--- src/wwdt_pkg.sv ---
package wwdt_pkg;

	// ---------------------------------------------------------------
	// register map
	// ---------------------------------------------------------------
	localparam logic [3:0] WWDT_OFS_RESTART_COMMAND = 4'h0;
	localparam logic [3:0] WWDT_OFS_CONFIGURATION   = 4'h4;
	localparam logic [3:0] WWDT_OFS_FAULT_STATUS    = 4'h8;

	// ---------------------------------------------------------------
	// field layout
	// ---------------------------------------------------------------
	localparam int WWDT_RELOAD_LSB    = 0;
	localparam int WWDT_RELOAD_W      = 12;
	localparam int WWDT_FIEN_BIT      = 12;
	localparam int WWDT_RSTEN_BIT     = 13;
	localparam int WWDT_PROC_ONLY_BIT = 14;
	localparam int WWDT_DISABLE_BIT   = 15;
	localparam int WWDT_DELTA_LSB     = 16;
	localparam int WWDT_DBG_HALT_BIT  = 28;
	localparam int WWDT_IDLE_HALT_BIT = 29;
	localparam int WWDT_KEY_LSB       = 24;
	localparam int WWDT_RESTART_BIT   = 0;
	localparam int WWDT_UNF_BIT       = 0;
	localparam int WWDT_ERR_BIT       = 1;

	// ---------------------------------------------------------------
	// values
	// ---------------------------------------------------------------
	localparam logic [7:0]  WWDT_KEY_VALUE       = 8'ha5;
	localparam logic [31:0] WWDT_CONFIG_RESET    = 32'h3fff2fff;
	localparam logic [31:0] WWDT_CONFIG_MASK     = 32'h3fffffff;
	localparam int          WWDT_PRESCALE_DIVIDE = 128;

endpackage

--- src/wwdt_core.sv ---
`timescale 1ns/1ps
module wwdt_core
	import wwdt_pkg::*;
#(
	parameter int PRESCALE = WWDT_PRESCALE_DIVIDE
) (
	input  wire logic        i_clock,
	input  wire logic        i_rst_b,
	input  wire logic        i_slow_clock,
	input  wire logic        i_debug_state,
	input  wire logic        i_idle_mode,
	input  wire logic [3:0]  i_addr,
	input  wire logic [31:0] i_wdata,
	input  wire logic        i_write,
	input  wire logic        i_read,
	output logic      [31:0] o_rdata,
	output logic             o_irq,
	output logic             o_fault,
	output logic             o_fault_all_resets,
	output logic             o_fault_proc_reset
);

	// ---------------------------------------------------------------
	// input synchronisers
	// ---------------------------------------------------------------
	logic [2:0] sync1_reg;
	logic [2:0] sync2_reg;
	logic       slow_prev_reg;
	logic       slow_rise;
	logic       debug_sync;
	logic       idle_sync;

	always_ff @(posedge i_clock or negedge i_rst_b) begin
		if (!i_rst_b) begin
			sync1_reg <= 3'h0;
			sync2_reg <= 3'h0;
			slow_prev_reg <= 1'b0;
		end else begin
			sync1_reg <= {i_idle_mode, i_debug_state, i_slow_clock};
			sync2_reg <= sync1_reg;
			slow_prev_reg <= sync2_reg[0];
		end
	end

	assign slow_rise  = sync2_reg[0] & ~slow_prev_reg;
	assign debug_sync = sync2_reg[1];
	assign idle_sync  = sync2_reg[2];

	// ---------------------------------------------------------------
	// configuration register, write once
	// ---------------------------------------------------------------
	logic [31:0] config_reg;
	logic        config_locked_reg;
	logic        config_write;
	logic [11:0] reload_value;
	logic [11:0] delta_value;
	logic        fault_interrupt_enable;
	logic        fault_reset_enable;
	logic        processor_reset_only;
	logic        timer_disable;
	logic        debug_halt;
	logic        idle_halt;

	assign config_write = i_write && (i_addr == WWDT_OFS_CONFIGURATION) && !config_locked_reg;

	always_ff @(posedge i_clock or negedge i_rst_b) begin
		if (!i_rst_b) begin
			config_reg <= WWDT_CONFIG_RESET;
			config_locked_reg <= 1'b0;
		end else if (config_write) begin
			config_reg <= i_wdata & WWDT_CONFIG_MASK;
			config_locked_reg <= 1'b1;
		end
	end

	assign reload_value           = config_reg[WWDT_RELOAD_LSB +: WWDT_RELOAD_W];
	assign delta_value            = config_reg[WWDT_DELTA_LSB +: WWDT_RELOAD_W];
	assign fault_interrupt_enable = config_reg[WWDT_FIEN_BIT];
	assign fault_reset_enable     = config_reg[WWDT_RSTEN_BIT];
	assign processor_reset_only   = config_reg[WWDT_PROC_ONLY_BIT];
	assign timer_disable          = config_reg[WWDT_DISABLE_BIT];
	assign debug_halt             = config_reg[WWDT_DBG_HALT_BIT];
	assign idle_halt              = config_reg[WWDT_IDLE_HALT_BIT];

	// ---------------------------------------------------------------
	// restart command decode
	// ---------------------------------------------------------------
	logic        restart_request;
	logic        restart_ok;
	logic        restart_err;
	logic [11:0] count_reg;

	assign restart_request = i_write && (i_addr == WWDT_OFS_RESTART_COMMAND)
		&& (i_wdata[WWDT_KEY_LSB +: 8] == WWDT_KEY_VALUE)
		&& i_wdata[WWDT_RESTART_BIT];
	// window compare against live count; delta >= reload never errs
	assign restart_err = restart_request && (count_reg > delta_value);
	assign restart_ok  = restart_request && !restart_err;

	// ---------------------------------------------------------------
	// prescaler and down counter
	// ---------------------------------------------------------------
	localparam int PW = $clog2(PRESCALE);
	logic [PW-1:0] presc_reg;
	logic          running;
	logic          tick;
	logic          underflow;

	// halts freeze the prescaler too, so a resumed period is not cut short
	assign running = !timer_disable && !(debug_halt && debug_sync)
		&& !(idle_halt && idle_sync);
	assign tick = running && slow_rise && (presc_reg == PW'(PRESCALE - 1));
	assign underflow = tick && (count_reg == 12'h000);

	always_ff @(posedge i_clock or negedge i_rst_b) begin
		if (!i_rst_b) begin
			presc_reg <= '0;
		end else if (restart_ok || config_write) begin
			presc_reg <= '0;
		end else if (running && slow_rise) begin
			presc_reg <= (presc_reg == PW'(PRESCALE - 1)) ? '0 : presc_reg + 1'b1;
		end
	end

	always_ff @(posedge i_clock or negedge i_rst_b) begin
		if (!i_rst_b) begin
			count_reg <= WWDT_CONFIG_RESET[WWDT_RELOAD_LSB +: WWDT_RELOAD_W];
		end else if (config_write) begin
			count_reg <= i_wdata[WWDT_RELOAD_LSB +: WWDT_RELOAD_W];
		end else if (restart_ok) begin
			count_reg <= reload_value;
		end else if (underflow) begin
			count_reg <= reload_value;
		end else if (tick) begin
			count_reg <= count_reg - 12'h001;
		end
	end

	// ---------------------------------------------------------------
	// status flags and fault line
	// ---------------------------------------------------------------
	logic status_read;
	logic unf_reg;
	logic err_reg;
	logic fault_reg;

	assign status_read = i_read && (i_addr == WWDT_OFS_FAULT_STATUS);

	// set wins over a clearing read in the same cycle
	always_ff @(posedge i_clock or negedge i_rst_b) begin
		if (!i_rst_b) begin
			unf_reg <= 1'b0;
			err_reg <= 1'b0;
			fault_reg <= 1'b0;
		end else begin
			if (underflow) begin
				unf_reg <= 1'b1;
			end else if (status_read) begin
				unf_reg <= 1'b0;
			end
			if (restart_err) begin
				err_reg <= 1'b1;
			end else if (status_read) begin
				err_reg <= 1'b0;
			end
			if ((underflow && fault_reset_enable) || restart_err) begin
				fault_reg <= 1'b1;
			end else if (status_read) begin
				fault_reg <= 1'b0;
			end
		end
	end

	assign o_irq = fault_interrupt_enable && (unf_reg || err_reg);
	assign o_fault = fault_reg;
	assign o_fault_all_resets = fault_reg && fault_reset_enable && !processor_reset_only;
	assign o_fault_proc_reset = fault_reg && fault_reset_enable && processor_reset_only;

	// ---------------------------------------------------------------
	// read data
	// ---------------------------------------------------------------
	always_ff @(posedge i_clock or negedge i_rst_b) begin
		if (!i_rst_b) begin
			o_rdata <= 32'h0;
		end else if (i_read && (i_addr == WWDT_OFS_CONFIGURATION)) begin
			o_rdata <= config_reg;
		end else if (status_read) begin
			o_rdata <= {30'h0, err_reg, unf_reg};
		end else begin
			o_rdata <= 32'h0;
		end
	end

endmodule

--- config.mk ---
export PLATFORM = sky130hd
export DESIGN_NAME = wwdt_core
export DESIGN_NICKNAME = d
export VERILOG_FILES = /design/src/wwdt_pkg.sv /design/src/wwdt_core.sv
export SDC_FILE = /design/constraint.sdc
export NUM_CORES = 1
export LEC_CHECK = 0
export CORE_MARGIN = 5
export CORE_UTILIZATION = 41
export CTS_CLUSTER_SIZE = 40
export DETAILED_ROUTE_END_ITERATION = 7
export DONT_BUFFER_PORTS = 1
export HOLD_SLACK_MARGIN = 0.15
export PLACE_DENSITY = 0.52
export SETUP_SLACK_MARGIN = 0.2
export SYNTH_ARGS = -nofsm -noshare
export SYNTH_HDL_FRONTEND = slang
export SYNTH_SLANG_ARGS = --single-unit
--- constraint.sdc ---
create_clock -name i_clock -period 5.6 [get_ports i_clock]
set_input_delay 0.28 -clock i_clock [delete_from_list [all_inputs] [get_ports i_clock]]
set_output_delay 0.28 -clock i_clock [all_outputs]
set_load 0.02 [all_outputs]
### Word-level counts from Yosys, hierarchy flattened

Index checks and enable logic that the tools add are counted.

| storage, ports and cells | value |
|---|---|
| register bits | 92 |

| cells by class | value |
|---|---|
| add/sub/neg operators | 2 |
| magnitude comparators | 1 |
| eq/ne operators | 4 |
| multiplexer cells | 13 |
| bitwise operators | 2 |
| reductions and logical operators | 37 |

Operators with widths:

| operator | count |
|---|---|
| 12-bit 2-to-1 mux | 4 |
| 32-bit 2-to-1 mux | 1 |
| 1-bit logical AND | 21 |
| 7-bit 2-to-1 mux | 3 |
| 12-bit greater-than comparator | 1 |
| 12-bit zero test | 1 |
| 12-bit by 1-bit subtractor with 12-bit output (second input constant) | 1 |
| 8-bit equality test (second input constant) | 1 |
| 2-bit nonzero test | 4 |
| 7-bit by 1-bit adder with 7-bit output (second input constant) | 1 |
| 7-bit equality test (second input constant) | 1 |
| 1-bit zero test | 6 |
| 4-bit by 3-bit equality test with 1-bit output (second input constant) | 1 |
| 4-bit equality test (second input constant) | 1 |
| 4-bit zero test | 1 |
| 1-bit 2-to-1 mux | 4 |
| 4-bit nonzero test | 1 |
| 1-bit logical OR | 3 |
| 2-bit 2-to-1 mux | 1 |
| 1-bit bitwise AND | 1 |
| 1-bit NOT | 1 |

### Longest topological paths before layout

| logic depth | value |
|---|---|
| word-level depth | 10 |
| mapped depth | 10 |
| depth with buffers taken out | 9 |

### Worst setup path before layout

Ideal clock, no wire load.

| path | value |
|---|---|
| path kind | register to register |
| from | register config_reg[26] |
| to | register count_reg[6] |
| arrival | 2.139 ns |
| data required time | 5.518 ns |
| setup slack | 3.379 ns |
| stages on the path, launching flop included | 11 |
| path buffers | 1 |
| period minus slack after synthesis | 2.221 ns |
| cells stage by stage | dfstp_2 -> inv_1 -> ha_1 -> nand4_1 -> or3_1 -> o22ai_1 -> a31oi_1 -> buf_6 -> nand3_2 -> o211ai_1 -> mux2_2 |

| on the way | value |
|---|---|
| word-level cells in the longest chain between the ends | 6 |
| elaborated cells on any way between the ends | 7 |
| classes of those cells | 1 x order compare; 2 x mux; 4 x reduce/logical |

Ends and longest elaborated chain:

| item | RTL line | RTL |
|---|---|---|
| from (decl) | wwdt_core.sv:52 | `logic [31:0] config_reg;` |
| from (signal assigned) | wwdt_core.sv:71 | `config_reg <= i_wdata & WWDT_CONFIG_MASK;` |
| 12-bit greater-than comparator * | wwdt_core.sv:97 | `assign restart_err = restart_request && (count_reg > delta_value);` |
| 1-bit logical AND * | wwdt_core.sv:97 |  |
| 1-bit zero test * | wwdt_core.sv:98 | `assign restart_ok = restart_request && !restart_err;` |
| 1-bit logical AND * | wwdt_core.sv:98 |  |
| 12-bit 2-to-1 mux | wwdt_core.sv:130 | `end else if (restart_ok) begin` |
| 12-bit 2-to-1 mux | wwdt_core.sv:128 | `end else if (config_write) begin` |
| to (signal assigned) | wwdt_core.sv:127 | `count_reg <= WWDT_CONFIG_RESET[WWDT_RELOAD_LSB +: WWDT_RELOAD_W];` |
| to (signal assigned) | wwdt_core.sv:129 | `count_reg <= i_wdata[WWDT_RELOAD_LSB +: WWDT_RELOAD_W];` |
| to (signal assigned) | wwdt_core.sv:131 | `count_reg <= reload_value;` |
| to (decl) | wwdt_core.sv:91 | `logic [11:0] count_reg;` |

Mark *: on every way between the ends. The rest lies on a longest branch, timed or not.
A chain may end at the register's enable or synchronous reset.

### Worst setup path in the final report

| path | value |
|---|---|
| from | register config_reg[23] |
| to | register count_reg[5] |

Same word-level chain as after synthesis.

==> results_tabular.tex <==
\begin{tabular}{lr}
\hline
Metric & Value \\
\hline
\multicolumn{2}{l}{\textbf{Die}} \\
\quad Die span in x & 110.4 um \\
\quad Floorplan die height & 110.4 um \\
\quad Cell row count & 36 \\
\quad Initial core utilization & 0.4205 \\
\quad Core Footprint & 9819 um\^{}2 \\
\quad Top-Level Pins & 79 \\
\quad Floorplan die area & 12180 um\^{}2 \\
\multicolumn{2}{l}{\textbf{Clock network}} \\
\quad Sinks on Clock Net & 90 \\
\quad CTS tree & done \\
\quad H-tree levels & 3 \\
\quad Buffer type at the clock tree root & sky130\_fd\_sc\_hd\_\_clkbuf\_8 \\
\quad Clock latency reported for the late side of the worst-skew pair & 0.36 ns \\
\quad CTS Buf Count & 9 \\
\quad Maximum clock insertion buffer count & 2 \\
\quad Clock slew at the register clock pins of the worst setup and hold paths & 0.09 ns \\
\quad PostCTS Resize Cnt & 0 \\
\multicolumn{2}{l}{\textbf{Global route}} \\
\quad Overall fraction of global-route tracks in use & 0.1757 \\
\quad First-pass GRT wire length & 16160 um \\
\quad Maximum number of pins on one net before global-route repair & 91 \\
\quad Global-route congestion overflow total & 0 \\
\quad Vias in the first global route & 3197 \\
\quad Number of antenna violations at the first check in global routing & 0 \\
\multicolumn{2}{l}{\textbf{Yosys}} \\
\quad EDFF count, synth & 0 \\
\quad Async set-reset flop share out of synthesis & 1.000 \\
\quad Top cells by area in the synthesized netlist & sky130\_fd\_sc\_hd\_\_dfrtp\_1 (31\%), sky130\_fd\_sc\_hd\_\_dfstp\_2 (25\%), sky130\_fd\_sc\_hd\_\_nand2\_1 (8.0\%) \\
\quad Dominant register cell in the synthesized netlist & sky130\_fd\_sc\_hd\_\_dfrtp\_1 \\
\quad Synth Warn \# & 0 \\
\quad Total of flip-flops plus latches after synthesis & 90 \\
\quad Mapped Cells & 413 \\
\quad Sequential area share after synthesis & 0.5573 \\
\quad Cell area after synthesis & 4129 um\^{}2 \\
\quad Leading area contributor after synthesis & sky130\_fd\_sc\_hd\_\_dfrtp\_1 \\
\quad Synthesized area per cell & 9.997 um\^{}2 \\
\quad Leading cell type by number of instances after synthesis & sky130\_fd\_sc\_hd\_\_nand2\_1 \\
\quad Ranking of synthesized cells by instance count & sky130\_fd\_sc\_hd\_\_nand2\_1 (88), sky130\_fd\_sc\_hd\_\_dfrtp\_1 (51), sky130\_fd\_sc\_hd\_\_dfstp\_2 (39) \\
\quad Unique masters post-synth & 55 \\
\quad Proportion of netlist area held by the largest area contributor & 0.3091 \\
\multicolumn{2}{l}{\textbf{Worst setup path}} \\
\quad Most prevalent standard cell on the critical path & sky130\_fd\_sc\_hd\_\_a21oi\_1 \\
\quad Worst path slowest cell & sky130\_fd\_sc\_hd\_\_a31oi\_2 \\
\quad Capturing element type of the critical path & flop \\
\quad Largest fanout on the critical path & 21 \\
\quad Ordered cell list for the critical path & inv\_1, ha\_1, nand2\_1, o21ai\_0, a21oi\_1, a31oi\_2, mux2i\_1, a21oi\_1, o21ai\_1 \\
\quad CP required & 5.88 ns \\
\quad Crit Path Category & flop to flop \\
\quad Nature of the critical path startpoint & flop \\
\quad Delay contributed by the slowest stage of the critical path & 0.95 ns \\
\quad Data arrival, critical path & 3.19 ns \\
\quad Reg-to-reg setup timing slack & 2.69 ns \\
\multicolumn{2}{l}{\textbf{Layout}} \\
\quad Number of nets at the end of the flow & 503 \\
\quad Layout cells sized above 1 & 0.1444 \\
\quad Area added between synthesis and finish & 15.91\% \\
\quad Total inserted antenna cells & 0 \\
\multicolumn{2}{l}{\textbf{Timing}} \\
\quad Count of final setup violators & 0 \\
\quad Minimum setup slack in the final design & 2.695 ns \\
\quad Max Clock Freq & 344.2 MHz \\
\quad Time the worst path needs with I/O delays and setup & 2.905 ns \\
\quad Final Skew & 0.01043 ns \\
\quad Worst-case headroom to the max-slew limit & 0.2135 \\
\quad RSZ-0062 raised after global routing & false \\
\quad Measured slew at the worst slew-check pin & 1.176 ns \\
\quad Sum Neg Setup Slack & 0 ns \\
\quad Share of the clock period used by the worst path & 0.5188 \\
\quad Final max-slew violation count & 0 \\
\quad Hold violation count in the final report & 0 \\
\multicolumn{2}{l}{\textbf{Detailed routing}} \\
\quad Vias after detailed routing & 3012 \\
\quad Wire length per cell after detailed routing & 16.85 um \\
\quad DRC viols & 0 \\
\quad Number of antenna-violating nets in the routed design & 0 \\
\quad 1st-pass router iterations & 5 \\
\quad First DRT Iteration DRCs & 196 \\
\quad Total Wirelength & 9823 um \\
\quad Number of vias per cell & 5.166 \\
\multicolumn{2}{l}{\textbf{Placed design}} \\
\quad Number of port buffers & 0 \\
\quad RePlAce Congestion & 0.8849 \\
\quad HPWL after DPL & 6741 um \\
\quad Setup slack at placement & 2.704 ns \\
\multicolumn{2}{l}{\textbf{Outcome}} \\
\quad Result of the run & completed \\
\multicolumn{2}{l}{\textbf{Power and ir drop}} \\
\quad Worst IR drop on VDD & 0.1489 mV \\
\quad Ratio of total power to cell area & 377.3 nW/um\^{}2 \\
\quad Leakage & 2.207 nW \\
\multicolumn{2}{l}{\textbf{Min path}} \\
\quad Hold crit path type & input port to flop \\
\multicolumn{2}{l}{\textbf{Run}} \\
\quad \# Max-Cap Violations & 0 \\
\hline
\end{tabular}
[final cells by class]
type / count / area (um^2)
flip-flops and latches: 90 / 2301
inverters: 18 / 67.56
well taps: 133 / 166.4
clock inverters: 7 / 52.55
multi-input cells: 289 / 1692
repair buffers: 37 / 382.9
clock buffers: 9 / 123.9
fillers: 976 / 5034
[stage by stage]
step	util	total power [mW]	hold WS, ns	cell area, um^2	cells
6_report	0.4874	1.806	0.1716	4786	583
5_1_grt	0.4874	1.941	0.1610	4786	583
4_1_cts	0.4874	1.827	0.1528	4786	583
3_5_place_dp	0.4320	1.379	-0.01261	4242	532
3_3_place_gp	0.4320	1.366	-0.01227	4242	532
2_1_floorplan	-	1.262	-0.01559	4133	414
[layout by cell type (no fill, tap or decap), types with 3 or more instances in the layout]
cell / Yosys / final
sky130_fd_sc_hd__o221ai_1: 3 / 3
sky130_fd_sc_hd__and3_1: 5 / 5
sky130_fd_sc_hd__dlygate4sd3_1: 0 / 34
sky130_fd_sc_hd__ha_1: 15 / 15
sky130_fd_sc_hd__nor4_1: 3 / 3
sky130_fd_sc_hd__nor2_1: 21 / 20
sky130_fd_sc_hd__dfrtp_1: 51 / 51
sky130_fd_sc_hd__mux2i_1: 4 / 4
sky130_fd_sc_hd__dfstp_2: 39 / 39
sky130_fd_sc_hd__o21ai_1: 5 / 5
sky130_fd_sc_hd__o31ai_1: 3 / 3
sky130_fd_sc_hd__and2_1: 31 / 31
sky130_fd_sc_hd__inv_1: 18 / 18
sky130_fd_sc_hd__clkbuf_8: 0 / 9
sky130_fd_sc_hd__nand2b_1: 3 / 3
sky130_fd_sc_hd__nor3_1: 7 / 7
sky130_fd_sc_hd__a31oi_1: 5 / 4
sky130_fd_sc_hd__nand2_1: 88 / 88
sky130_fd_sc_hd__o211ai_1: 5 / 5
sky130_fd_sc_hd__nand3_1: 12 / 12
sky130_fd_sc_hd__nand4_1: 8 / 8
sky130_fd_sc_hd__o21ai_0: 17 / 17
sky130_fd_sc_hd__a21oi_1: 17 / 17
[report_power, final]
part | switching [mW] | internal, mW | leakage (nW)
Combinational | 0.236 | 0.191 | 1.03
Clock | 0.239 | 0.164 | 0.0900
Sequential | 0.131 | 0.844 | 1.09
Total | 0.607 | 1.20 | 2.21
[layer usage]
layer | share of wire | vias up | routed length [um] | global-route usage
met5 | 0 | - | 0 | 0
met4 | 0.0095 | 0 | 93 | 0.05277
met3 | 0.062 | 9 | 606 | 0.04485
met2 | 0.45 | 82 | 4416 | 0.2717
met1 | 0.48 | 1451 | 4707 | 0.2437
li1 | - | 1470 | - | -
[cells by family after synthesis]
family,after synthesis,synth area share
and+or+nand+nor,192,0.2285
DFF,90,0.5573
AOI/OAI and AO/OA,71,0.1097
buffers and inverters,35,0.03727
adders and majority gates,15,0.04545
muxes,5,0.01242
xor gates and xnor gates,4,0.008486
other,1,0.0009082
[what timing repair did]
action,4_1_cts,5_1_grt
hold buffers,35,0
setup buffers,0,0
endpoints found under the hold margin,133,0
[worst paths after layout]
path                                       startpoint                       endpoint  depth (start not counted)
min in group asynchronous                     i_rst_b           o_rdata[6]$_DFF_PN0_                          2
max in group asynchronous                     i_rst_b      config_reg[1]$_DFFE_PN1P_                          2
setup reg to reg           config_reg[23]$_DFFE_PN1P_       count_reg[5]$_DFFE_PN1P_                          9
hold reg to reg                sync1_reg[2]$_DFF_PN0_         sync2_reg[2]$_DFF_PN0_                          0
hold / removal                              i_addr[2]  config_locked_reg$_DFFE_PN0P_                          2
setup / recovery           config_reg[23]$_DFFE_PN1P_       count_reg[5]$_DFFE_PN1P_                          9
[critical path: cells and delay by family, from the launching register on]
kind / cells / cell delay (ns)
AO/OA/AOI/OAI: 5 / 1.71
flip-flops: 1 / 0.53
adder cells (fa/ha/maj): 1 / 0.31
multiplexers: 1 / 0.17
AND/OR/NAND/NOR: 1 / 0.06
buffers and inverters: 1 / 0.05
No activity file was read; power rests on OpenSTA's default activity.
